<file path="config.mk">
export PLATFORM = sky130hd
export DESIGN_NAME = dafs_autobaud
export DESIGN_NICKNAME = d
export VERILOG_FILES = /design/src/rtl/dafs_pkg.sv /design/src/rtl/dafs_tx.sv /design/src/rtl/dafs_autobaud.sv
export SDC_FILE = /design/constraint.sdc
export NUM_CORES = 2
export LEC_CHECK = 0
export BUFFER_PORTS_ARGS = -buffer_cell sky130_fd_sc_hd__buf_4
export CAP_MARGIN = 20
export CORE_MARGIN = 3
export CORE_UTILIZATION = 40
export DETAILED_ROUTE_END_ITERATION = 8
export PLACE_DENSITY_LB_ADDON = 0.12
export REMOVE_ABC_BUFFERS = 1
export SLEW_MARGIN = 15
export SYNTH_ARGS = -nofsm -noshare
export SYNTH_HDL_FRONTEND = slang
export SYNTH_HIERARCHICAL = 1
export SYNTH_SLANG_ARGS = --single-unit
</file>
<file path="constraint.sdc">
create_clock -name core_clk -period 156.5 [get_ports core_clk]
set_input_delay 31.3 -clock core_clk [delete_from_list [all_inputs] [get_ports core_clk]]
set_output_delay 31.3 -clock core_clk [all_outputs]
set_load 0.005 [all_outputs]
</file>
<file path="src/rtl/dafs_pkg.sv">
// Shared constants and carrier types for DTE speed and format sensing
package dafs_pkg;
    // Core clock rate in hertz (period 8 ns)
    localparam int unsigned CLK_HZ_DEF = 125_000_000;
    localparam int unsigned CLK_PERIOD_NS = 8;
    // Host bit rates that can be sensed, slowest first
    localparam int RATE_N = 18;
    localparam int unsigned RATE_BPS [RATE_N] = '{
        300, 600, 1200, 2400, 4800, 7200, 9600, 12000, 14400,
        16800, 19200, 21600, 24000, 26400, 28800, 38400, 57600, 115200};
    // Fastest rate sensed in fax mode, as a table index
    localparam int unsigned FAX_MAX_BPS = 115200;
    localparam logic [4:0] FAX_TOP_IDX = 5'h11;
    localparam logic [4:0] TOP_IDX = 5'h11;
    // Bit-period counter width and sample positions after the start bit
    localparam int PER_W = 20;
    localparam int MEAS_W = 21;
    localparam int SMP_N = 9;
    localparam logic [3:0] LAST_POS = 4'h8;
    // Shortest transmit frame bit count and frame field positions within the sample vector
    localparam int POS_P7 = 7;
    localparam int POS_P8 = 8;
    localparam logic [3:0] TX_BITS_MIN = 4'h9;
    // Receive state codes, one-hot
    typedef enum logic [5:0] {
        ST_HUNT = 6'h01,
        ST_MEAS = 6'h02,
        ST_SAMP = 6'h04,
        ST_EVAL = 6'h08,
        ST_GAP = 6'h10,
        ST_IDLE = 6'h20
    } dafs_state_e;
    // Serial character format in force
    typedef struct packed {
        logic data8;
        logic par_en;
        logic par_odd;
        logic stop2;
    } dafs_cfg_s;
    localparam dafs_cfg_s CFG_RST = '{data8: 1'b1, par_en: 1'b0, par_odd: 1'b0, stop2: 1'b0};
    // One received character with its checks
    typedef struct packed {
        logic [7:0] data;
        logic parity_err;
        logic frame_err;
    } dafs_rx_s;
endpackage : dafs_pkg

</file>
<file path="src/rtl/dafs_tx.sv">
// Serial transmitter that frames host-bound characters in the sensed format
`timescale 1ns/1ps
module dafs_tx
    import dafs_pkg::*;
(
    input wire logic core_clk,
    input wire logic rst_b,
    input wire logic enable,
    input wire dafs_cfg_s cfg,
    input wire logic [PER_W-1:0] period,
    input wire logic tx_valid,
    input wire logic [7:0] tx_data,
    output logic tx_ready,
    output logic tx_line
);
    logic [11:0] sh_reg;
    logic [3:0] left_reg;
    logic [PER_W-1:0] tmr_reg;
    logic busy_reg;
    logic [11:0] frame;
    logic [3:0] nbits;
    logic pbit;

    // Frame built LSB first: start, data, optional parity, stop bits
    always_comb begin
        pbit = (cfg.data8 ? ^tx_data : ^tx_data[6:0]) ^ cfg.par_odd;
        frame = 12'hfff;
        frame[0] = 1'b0;
        if (cfg.data8) begin
            frame[8:1] = tx_data;
            if (cfg.par_en) begin
                frame[9] = pbit;
            end
        end else begin
            frame[7:1] = tx_data[6:0];
            if (cfg.par_en) begin
                frame[8] = pbit;
            end
        end
        // Whole frame length, so busy holds through the last stop bit
        nbits = TX_BITS_MIN + {3'h0, cfg.data8} + {3'h0, cfg.par_en} + {3'h0, cfg.stop2};
    end

    assign tx_ready = enable && !busy_reg;

    // Bit timing and shifting
    always_ff @(posedge core_clk or negedge rst_b) begin
        if (!rst_b) begin
            sh_reg <= 12'hfff;
            left_reg <= 4'h0;
            tmr_reg <= '0;
            busy_reg <= 1'b0;
        end else if (!enable) begin
            sh_reg <= 12'hfff;
            busy_reg <= 1'b0;
        end else if (!busy_reg) begin
            if (tx_valid) begin
                sh_reg <= frame;
                left_reg <= nbits;
                tmr_reg <= period - 20'h0_0001;
                busy_reg <= 1'b1;
            end
        end else if (tmr_reg != '0) begin
            tmr_reg <= tmr_reg - 20'h0_0001;
        end else begin
            sh_reg <= {1'b1, sh_reg[11:1]};
            tmr_reg <= period - 20'h0_0001;
            left_reg <= left_reg - 4'h1;
            if (left_reg == 4'h1) begin
                busy_reg <= 1'b0;
            end
        end
    end

    assign tx_line = sh_reg[0] | !busy_reg;
endmodule : dafs_tx

</file>
<file path="src/rtl/dafs_autobaud.sv">
// DTE port speed and character format sensing with receiver and transmitter
// Function
// - Serial port only while interface select low
// - Sense every listed rate 300 to 115200
// - Sense 7N2, 7O1, 7E1, 8N1 ten-bit frames
// - Sense 8-bit parity frames, strip parity
// - Map mark and space parity to fixed formats
// - Fax mode senses rates up to 115200
`timescale 1ns/1ps
module dafs_autobaud
    import dafs_pkg::*;
#(
    parameter int unsigned CLK_HZ = CLK_HZ_DEF
) (
    input wire logic core_clk,
    input wire logic rst_b,
    input wire logic host_interface_select,
    input wire logic fax_mode,
    input wire logic detect_req,
    input wire logic rx_line,
    input wire logic tx_valid,
    input wire logic [7:0] tx_data,
    output logic tx_ready,
    output logic tx_line,
    output logic rx_valid,
    output dafs_rx_s rx_word,
    output dafs_cfg_s cfg,
    output logic cfg_valid,
    output logic [4:0] rate_idx,
    output logic [PER_W-1:0] rate_period,
    output logic serial_active
);
    // Bit period in clocks for a table entry, rounded to nearest
    function automatic logic [MEAS_W-1:0] per_of(input int i);
        per_of = MEAS_W'((CLK_HZ + RATE_BPS[i] / 2) / RATE_BPS[i]);
    endfunction : per_of

    localparam logic [MEAS_W-1:0] MEAS_MAX = MEAS_W'((CLK_HZ / RATE_BPS[0]) * 3 / 2);
    localparam logic [MEAS_W-1:0] MEAS_MIN = MEAS_W'(CLK_HZ / RATE_BPS[RATE_N-1] / 2);

    dafs_state_e state_reg;
    logic [MEAS_W-1:0] meas_reg;
    logic [PER_W-1:0] cnt_reg;
    logic [3:0] pos_reg;
    logic [SMP_N-1:0] smp_reg;
    logic [SMP_N-1:0] first_reg;
    logic chr_reg;
    logic rx_prev_reg;
    logic fall;
    logic rise;
    logic serial_on;
    logic [4:0] snap_idx;
    dafs_cfg_s cfg_calc;
    logic meas_ok;

    // Serial port active only when parallel host port not selected
    assign serial_on = !host_interface_select;
    assign serial_active = serial_on;
    assign fall = rx_prev_reg && !rx_line;
    assign rise = !rx_prev_reg && rx_line;
    assign meas_ok = (meas_reg >= MEAS_MIN) && (meas_reg <= MEAS_MAX);

    // Nearest table rate to the measured start bit width
    always_comb begin
        logic [MEAS_W-1:0] best_d;
        logic [MEAS_W-1:0] d;
        logic [4:0] top;
        best_d = '1;
        snap_idx = 5'h00;
        d = '0;
        top = fax_mode ? FAX_TOP_IDX : TOP_IDX;
        for (int i = 0; i < RATE_N; i++) begin
            d = (meas_reg > per_of(i)) ? meas_reg - per_of(i) : per_of(i) - meas_reg;
            if ((5'(i) <= top) && (d < best_d)) begin
                best_d = d;
                snap_idx = 5'(i);
            end
        end
    end

    // Format from two characters: bit 7 and bit 8 positions against parity
    always_comb begin
        logic ea;
        logic eb;
        logic fa;
        logic fb;
        ea = ^first_reg[6:0];
        eb = ^smp_reg[6:0];
        fa = ^first_reg[7:0];
        fb = ^smp_reg[7:0];
        cfg_calc = CFG_RST;
        if (first_reg[POS_P7] && smp_reg[POS_P7]) begin
            cfg_calc = '{data8: 1'b0, par_en: 1'b0, par_odd: 1'b0, stop2: 1'b1};
        end else if (first_reg[POS_P7] || smp_reg[POS_P7]) begin
            if (first_reg[POS_P7] == !ea && smp_reg[POS_P7] == !eb) begin
                cfg_calc = '{data8: 1'b0, par_en: 1'b1, par_odd: 1'b1, stop2: 1'b0};
            end else if (first_reg[POS_P7] == ea && smp_reg[POS_P7] == eb) begin
                cfg_calc = '{data8: 1'b0, par_en: 1'b1, par_odd: 1'b0, stop2: 1'b0};
            end
        end else if (!first_reg[POS_P8] && !smp_reg[POS_P8]) begin
            cfg_calc = '{data8: 1'b1, par_en: 1'b1, par_odd: 1'b0, stop2: 1'b0};
        end else if (!(first_reg[POS_P8] && smp_reg[POS_P8])) begin
            if (first_reg[POS_P8] == !fa && smp_reg[POS_P8] == !fb) begin
                cfg_calc = '{data8: 1'b1, par_en: 1'b1, par_odd: 1'b1, stop2: 1'b0};
            end else if (first_reg[POS_P8] == fa && smp_reg[POS_P8] == fb) begin
                cfg_calc = '{data8: 1'b1, par_en: 1'b1, par_odd: 1'b0, stop2: 1'b0};
            end
        end
    end

    // Line edge history
    always_ff @(posedge core_clk or negedge rst_b) begin
        if (!rst_b) begin
            rx_prev_reg <= 1'b1;
        end else begin
            rx_prev_reg <= rx_line;
        end
    end

    // Sequencer: measure, sample nine positions, evaluate, wait idle
    always_ff @(posedge core_clk or negedge rst_b) begin
        if (!rst_b) begin
            state_reg <= ST_HUNT;
            meas_reg <= '0;
            cnt_reg <= '0;
            pos_reg <= 4'h0;
            smp_reg <= '0;
        end else if (!serial_on || detect_req) begin
            // A sensed format survives a parallel-port spell; resume in idle then
            state_reg <= (cfg_valid && !detect_req) ? ST_IDLE : ST_HUNT;
        end else begin
            unique case (state_reg)
                ST_HUNT: begin
                    meas_reg <= '0;
                    if (fall) begin
                        state_reg <= ST_MEAS;
                    end
                end
                ST_MEAS: begin
                    if (meas_reg != '1) begin
                        meas_reg <= meas_reg + 21'h00_0001;
                    end
                    if (rise) begin
                        if (meas_ok) begin
                            cnt_reg <= PER_W'(per_of(int'(snap_idx)) >> 1);
                            pos_reg <= 4'h0;
                            state_reg <= ST_SAMP;
                        end else begin
                            state_reg <= ST_HUNT;
                        end
                    end
                end
                ST_SAMP: begin
                    if (cnt_reg != '0) begin
                        cnt_reg <= cnt_reg - 20'h0_0001;
                    end else begin
                        smp_reg[pos_reg] <= rx_line;
                        pos_reg <= pos_reg + 4'h1;
                        cnt_reg <= rate_period - 20'h0_0001;
                        if (pos_reg == LAST_POS) begin
                            state_reg <= ST_EVAL;
                        end
                    end
                end
                ST_EVAL: begin
                    state_reg <= ST_GAP;
                end
                ST_GAP: begin
                    if (rx_line) begin
                        state_reg <= ST_IDLE;
                    end
                end
                ST_IDLE: begin
                    if (fall) begin
                        cnt_reg <= rate_period + (rate_period >> 1) - 20'h0_0002;
                        pos_reg <= 4'h0;
                        state_reg <= ST_SAMP;
                    end
                end
                default: begin
                    state_reg <= ST_HUNT;
                end
            endcase
        end
    end

    // Rate capture on a valid start bit
    always_ff @(posedge core_clk or negedge rst_b) begin
        if (!rst_b) begin
            rate_idx <= 5'h00;
            rate_period <= '0;
        end else if (serial_on && !detect_req && state_reg == ST_MEAS && rise && meas_ok) begin
            rate_idx <= snap_idx;
            rate_period <= PER_W'(per_of(int'(snap_idx)));
        end
    end

    // Format capture after the second character; held until a new request
    always_ff @(posedge core_clk or negedge rst_b) begin
        if (!rst_b) begin
            cfg <= CFG_RST;
            cfg_valid <= 1'b0;
            chr_reg <= 1'b0;
            first_reg <= '0;
        end else if (detect_req) begin
            cfg_valid <= 1'b0;
            chr_reg <= 1'b0;
        end else if (serial_on && state_reg == ST_EVAL && !cfg_valid) begin
            if (!chr_reg) begin
                first_reg <= smp_reg;
                chr_reg <= 1'b1;
            end else begin
                cfg <= cfg_calc;
                cfg_valid <= 1'b1;
            end
        end
    end

    // Received character with parity stripped and checked
    always_ff @(posedge core_clk or negedge rst_b) begin
        if (!rst_b) begin
            rx_valid <= 1'b0;
            rx_word <= '0;
        end else begin
            rx_valid <= serial_on && !detect_req && state_reg == ST_EVAL && cfg_valid;
            if (state_reg == ST_EVAL && cfg_valid) begin
                rx_word.data <= cfg.data8 ? smp_reg[7:0] : {1'b0, smp_reg[6:0]};
                rx_word.parity_err <= cfg.par_en &&
                    ((cfg.data8 ? (^smp_reg[7:0] ^ smp_reg[8]) : (^smp_reg[6:0] ^ smp_reg[7])) != cfg.par_odd);
                rx_word.frame_err <= cfg.data8 ? (!cfg.par_en && !smp_reg[8])
                    : (cfg.par_en ? !smp_reg[8] : !(smp_reg[7] && smp_reg[8]));
            end
        end
    end

    // Host-bound characters use the sensed rate and format
    dafs_tx u_tx (
        .core_clk(core_clk),
        .rst_b(rst_b),
        .enable(serial_on && cfg_valid),
        .cfg(cfg),
        .period(rate_period),
        .tx_valid(tx_valid),
        .tx_data(tx_data),
        .tx_ready(tx_ready),
        .tx_line(tx_line)
    );
endmodule : dafs_autobaud

</file>
* Word-level counts from Yosys, hierarchy flattened
Memory sizes are Yosys's and may differ from the RTL's.
Cells that the tools add are included.
W data, S select, Z words.
** Operators by class
- $add $sub $neg :: 48
- Multipliers :: 0
- Divide/modulo/power cells :: 1
- $lt $le $gt $ge :: 41
- Equality and inequality tests :: 32
- Shifts and indexed selects :: 0
- Multiplexer cells :: 115
- Bitwise logic cells :: 9
- Reductions and logical operators :: 66
** Operator list (number)
- $mux W21 :: 36
- $lt A21 B21 Y1 :: 17
- $mux W20 :: 7
- $gt A21 B13 Y1 const B :: 6
- $sub A13 B21 Y21 const A :: 6
- $sub A21 B13 Y21 const B :: 6
- $mux W4 :: 19
- $mux W32 :: 2
- $gt A21 B14 Y1 const B :: 3
- $sub A14 B21 Y21 const A :: 3
- $sub A21 B14 Y21 const B :: 3
- $pmux W20 S3 :: 1
- $sub A20 B1 Y20 const B :: 3
- $mux W12 :: 4
- $mux W6 :: 8
- $gt A21 B12 Y1 const B :: 2
- $gt A21 B15 Y1 const B :: 2
- $pmux W21 S2 :: 1
- $sub A12 B21 Y21 const A :: 2
- $sub A15 B21 Y21 const A :: 2
- $sub A21 B12 Y21 const B :: 2
- $sub A21 B15 Y21 const B :: 2
- $reduce_bool A20 Y1 :: 2
- $pmux W6 S6 :: 1
- other kinds (66) :: 172
** Storage, ports and cells
- Register bits after elaboration :: 149
- Latch bits :: 0
- Bits in writable memories :: 0
- Bits in read-only memories :: 1024
- Output and inout port bits :: 44
- Logic and storage cells :: 336
- Memories :: 1
** Memory list
- (name not given) :: depth 32, width 32, read ports 1, clocked after Yosys merged registers in 0, wr ports 0, RTL line dafs_autobaud.sv:35 : per_of = MEAS_W'((CLK_HZ + RATE_BPS[i] / 2) / RATE_BPS[i]);

* Depth between registers and ports, before layout
- Depth in word-level cells :: 47
- Gate-level depth with buffers :: 778

* Modules after synthesis
The synthesis kept the hierarchy.
** Modules (own cells, without submodules)
- dafs_autobaud :: instances 1, cells an instance 8434, area each 56490.4 sq um
- dafs_tx :: instances 1, cells an instance 305, area each 2703.8 sq um

* Worst setup path before layout
Ideal clock, no wire load.
- Path kind :: reg2reg
- Start point :: register meas_reg[4]
- End point :: register rate_period[0]
- Library setup time :: 0.132 ns
- Arrival time :: 129.928 ns
- Required time :: 156.368 ns
- Setup slack :: 26.440 ns
- Cell stages (with the launch flop) :: 748
- Path buffers :: 88
- Clock period less this slack :: 130.060 ns
- Cells stage by stage :: dfrtp_1 > clkbuf_1 > inv_2 > buf_1 > ha_1 > clkbuf_1 > nand3_1 > a211o_1 > and3_1 > nor2_1 > clkbuf_1 > clkbuf_1 > clkbuf_1 > o21ai_0 > ha_1 > o21a_1 > o21a_1 > o21a_1 > [712 not listed] > buf_6 > buf_6 > mux2_4 > ha_1 > a21o_1 > a21oi_1 > nor2b_1 > o21ai_0 > nand2b_1 > a21oi_1 > o31ai_1 > a21o_1 > a21o_1 > a2111oi_0 > nand2_1 > a2111oi_0 > o2111a_1 > o211ai_1
** On the way
- Cells in the longest elaborated chain, start to end :: 44
** Ends and longest elaborated chain
- start: declaration :: RTL line dafs_autobaud.sv:42 : logic [MEAS_W-1:0] meas_reg;
- start signal: assignment :: RTL line dafs_autobaud.sv:141 : meas_reg <= meas_reg + 21'h00_0001;
- $sub A19 B21 Y21 (tied with other cells) :: RTL line dafs_autobaud.sv:73 : d = (meas_reg > per_of(i)) ? meas_reg - per_of(i) : per_of(i) - meas_reg;
- $mux W21 :: RTL line dafs_autobaud.sv:73
- $lt A21 B21 Y1 :: RTL line dafs_autobaud.sv:74 : if ((5'(i) <= top) && (d < best_d)) begin
- $mux W21 :: RTL line dafs_autobaud.sv:74
- $lt A21 B21 Y1 :: RTL line dafs_autobaud.sv:74
- $mux W21 :: RTL line dafs_autobaud.sv:74
- $lt A21 B21 Y1 :: RTL line dafs_autobaud.sv:74
- $mux W21 :: RTL line dafs_autobaud.sv:74
- [28 not listed]
- $lt A21 B21 Y1 :: RTL line dafs_autobaud.sv:74
- $mux W5 (*) :: RTL line dafs_autobaud.sv:74
- net snap_idx[1] :: RTL line dafs_autobaud.sv:52 : logic [4:0] snap_idx;
- $not A5 Y32 (implied by the code) (*) :: RTL line dafs_autobaud.sv:35
- $mem_v2 Z32 W32 (*)
- $mux W32 (implied by the code) (*) (2 in series) :: RTL line dafs_autobaud.sv:35
- $add A27 B31 Y32 :: RTL line dafs_autobaud.sv:35
- $div A32 B32 Y32 (*) :: RTL line dafs_autobaud.sv:35
- end signal: assignment :: RTL line dafs_autobaud.sv:194 : rate_period <= PER_W'(per_of(int'(snap_idx)));
- end: declaration :: RTL line dafs_autobaud.sv:30 : output logic [PER_W-1:0] rate_period,
The timed path passes the listed nets; every way through them passes the cells marked *. The select of a mux whose other input is x is not followed.
A chain may end at the register's enable or synchronous reset.

* Worst setup path in the final report
- Start point :: register meas_reg[5]
- End point :: register rate_period[0]
The elaborated chain is that of the path after synthesis.

==> impl_results.md <==
* CTS tree: yes
* Final hold vios at 0
* Postcts setup bufs at 0
* Slowest cell on the critical path: a2111oi_4
* Dpl hpwl at 206000 um
* Yosys top cell area share at between 10% and 20%
* Max Root-Sink Buffers at 2
* Post-cts resize count at 0
* Routed wl met3 at 25900 um
* Largest family of logic cells by synthesized area: compound AO/OA/AOI/OAI gates
* CTS Sinks at 147
* Number of global-route vias before repair at around 62000
* Worst R2R Setup Slack at roughly 11 ns
* Via count at 66700
* Compound-Gate Fraction of Synth Area at 30.9%
* Setup CP Type: flip-flop to flip-flop
* Gr usage total at 33.3%
* Adder-cell share of the synthesized area at between 10% and 20%
* Worst R2R End: rate_period[0]$_DFFE_PN0P_
* Top_reg_cell synth: dfrtp_1
* Max incr delay on CP at ~0.74 ns
* Fillers at 15500
* Post-synthesis simple-gate area fraction at 26.5%
* Gpl congestion at approximately 1.1
* XOR/XNOR share of the synthesized area at about a tenth
* Syn Inst Count at around 8700
* Port-buffer cells at 57
* Setup violators final at 0
* RR Startpoint: meas_reg[5]$_DFFE_PN0P_
* IO Pins at 59
* Reg2reg path depth at around 680
* Status: completed
* Fmax achieved at 0.00688 GHz
* Final net count at 9366
* Detailed Route WL at 265000 um
* Post-synthesis mux area share at approximately 4.5%
* Met2 WL post-DR at 109000 um
* Tmin final at 145.36 ns
* Worst-path fanout max at 45
* Largest register FFs at 21
* Pins over their slew limit at 0
* Worst-Skew Late Latency at 0.50 ns
* Synth Cell Area at 59200 um2
* Layout cell share with drive strength beyond 1 at 7.95%
* Most frequent cell on the critical path: o21a_1
* Area contributors post-synth: ha_1 (16%), xnor2_1 (7.7%), a21oi_1 (7.6%)
* Synth warn at 6
* Met1 WL at 120000 um
* Sequential fraction of the synthesis area at 6.24%
* Cell accounting for the most synthesized area: ha_1
* Area of the core at 146000 um2
* Final hold slack at 0.485 ns
* Clk slew on worst S/H paths at 0.08 ns
* Worst Hold Path EP: rx_word[0]$_DFFE_PN0P_
* Worst setup EP type: flip-flop
* DIE AREA at 153000 um2
* Setup_tns at 0 ns
* Residual DRC at 0
* Fraction of registers with async set/reset at 100%
* Routed WL per cell at around 25 um
* Least-Margin Pin Slew at roughly 1.2 ns
* EDFF count, synth at 0
* Crit path arrival time at 145.74 ns
* Tcrit/Tclk final at 92.9%
* Uppermost layer routed: met5
* CTS buffer count at 17
* TritonRoute pass-1 iters at 6
* Hold depth at 2
* Die Wd at approximately 390 um
* H-tree level count at 4
* Clock root buffer: clkbuf_16
* Largest net degree at the start of global routing at 81
* Starting Density at 40.5%
* Grt ovf at 0
* Final core occ at 42.7%
* Hold WC Path Type: flip-flop to flip-flop
* 1st-iter DRT viols at 7038
* Yosys reg bits at approximately 150
* Antenna violations before repair at 12
* Synth unique cells at between 150 and 200
* Slew headroom at 16.3%
* Avg Cell Area, Syn at 6.77 um2
* # hold bufs at CTS at 0
* RSZ-0062 raised after global routing: no
* HP Start: rx_word[0]$_DFFE_PN0P_
* Post-DRT Antenna Nets at 0
* Cell Rows at 140
* Die height at 391 um
* Max capacitance violation total at 0
* Global-route wire length before repair at 392000 um
* Area delta synth->final at 5.63%
* Vias per cell at 6.33
* Clock skew at 0.0239 ns
* Crit start category: flip-flop
* Worst path required time at approximately 160 ns
## critical path: cells and delay by family, from the launching register on
kind	cells	cell delay [ns]
adders and majority gates	47	15.75
DFF	1	0.47
xor gates and xnor gates	2	0.34
AOI/OAI and AO/OA	362	77.24
buffers and inverters	40	9.70
muxes	8	2.97
and+or+nand+nor	216	38.32
## cell usage in the layout (no fill, tap or decap), types with 55 or more instances in the layout
cell      count
a211oi_1     61
a21o_1      275
a21oi_1     892
a31oi_1      94
and2_1       79
and3_1       76
buf_4       245
dfrtp_1     120
ha_1        750
inv_1       340
mux2_2      102
mux2i_1     130
nand2_1     899
nand2b_1    128
nand3_1     196
nand4_1     140
nor2_1      949
nor2b_1     127
nor3_1      237
nor4_1       57
o21a_1      190
o21ai_0     663
o21bai_1     63
o31ai_1     101
or3_1        55
xnor2_1     519
xor2_1      174
## logic make-up after synthesis
family	Yosys count
AND/OR/NAND/NOR	3231
AO/OA/AOI/OAI	2877
buffers and inverters	781
adder cells (fa/ha/maj)	756
XOR/XNOR	698
multiplexers	247
flip-flops	147
other	2
## through the flow
step	setup WS, ns	area [um2]	instances
2_1_floorplan	23.17	57400	8330
3_3_place_gp	11.90	61800	10500
3_5_place_dp	11.19	61800	10500
4_1_cts	10.41	62400	10500
5_1_grt	0.102	62500	10500
6_report	11.14	62500	10500
## Yosys cell counts (44+ instances only)
| cell | number |
|---|---|
| nand2b_1 | 129 |
| or3_1 | 56 |
| o21a_1 | 190 |
| a211oi_1 | 61 |
| a21oi_1 | 894 |
| a21o_1 | 275 |
| mux2i_1 | 130 |
| nand3_1 | 196 |
| o31ai_1 | 104 |
| inv_1 | 341 |
| buf_1 | 64 |
| nor2_1 | 954 |
| or2_2 | 50 |
| nand2_1 | 903 |
| xor2_1 | 174 |
| o211ai_1 | 44 |
| and3_1 | 76 |
| mux2_2 | 102 |
| clkbuf_1 | 277 |
| nor3_1 | 241 |
| dfrtp_1 | 134 |
| o21bai_1 | 63 |
| o21ai_0 | 664 |
| xnor2_1 | 519 |
| a31oi_1 | 95 |
| nor4_1 | 57 |
| ha_1 | 750 |
| nand4_1 | 140 |
| nor2b_1 | 130 |
| and2_1 | 79 |
## worst max path at each step
| stage | from | to | slack (ns) | cells past startpoint |
|---|---|---|---|---|
| floorplan | meas_reg[13]$_DFFE_PN0P_ | rate_period[0]$_DFFE_PN0P_ | 23.17 | 634 |
| global route | meas_reg[4]$_DFFE_PN0P_ | rate_period[0]$_DFFE_PN0P_ | 0.10 | 687 |
| global placement | meas_reg[7]$_DFFE_PN0P_ | rate_period[0]$_DFFE_PN0P_ | 11.90 | 669 |
| detailed placement | meas_reg[7]$_DFFE_PN0P_ | rate_period[0]$_DFFE_PN0P_ | 11.19 | 671 |
| finish | meas_reg[5]$_DFFE_PN0P_ | rate_period[0]$_DFFE_PN0P_ | 11.14 | 675 |
| CTS | meas_reg[7]$_DFFE_PN0P_ | rate_period[0]$_DFFE_PN0P_ | 10.41 | 670 |
## metal layers
layer,global-route usage [%],vias up
li1,-,31600
met1,46.7,31700
met2,49.7,2940
met3,7.80,546
met4,11.4,2
met5,0,-
## layout make-up
class	count	area, um2	share of cell area (%)
diodes	9	22.5	0.0360
clock buffers	17	425	0.680
clock inverters	15	183	0.292
inverters	363	1370	2.19
multi-input cells	7822	52500	84.0
flip-flops and latches	147	3710	5.94
well taps	1917	2400	3.84
repair buffers	249	1880	3.01
Power is not shown: default switching activity piles up to over one toggle a cycle in this logic, so the estimate is an artifact.
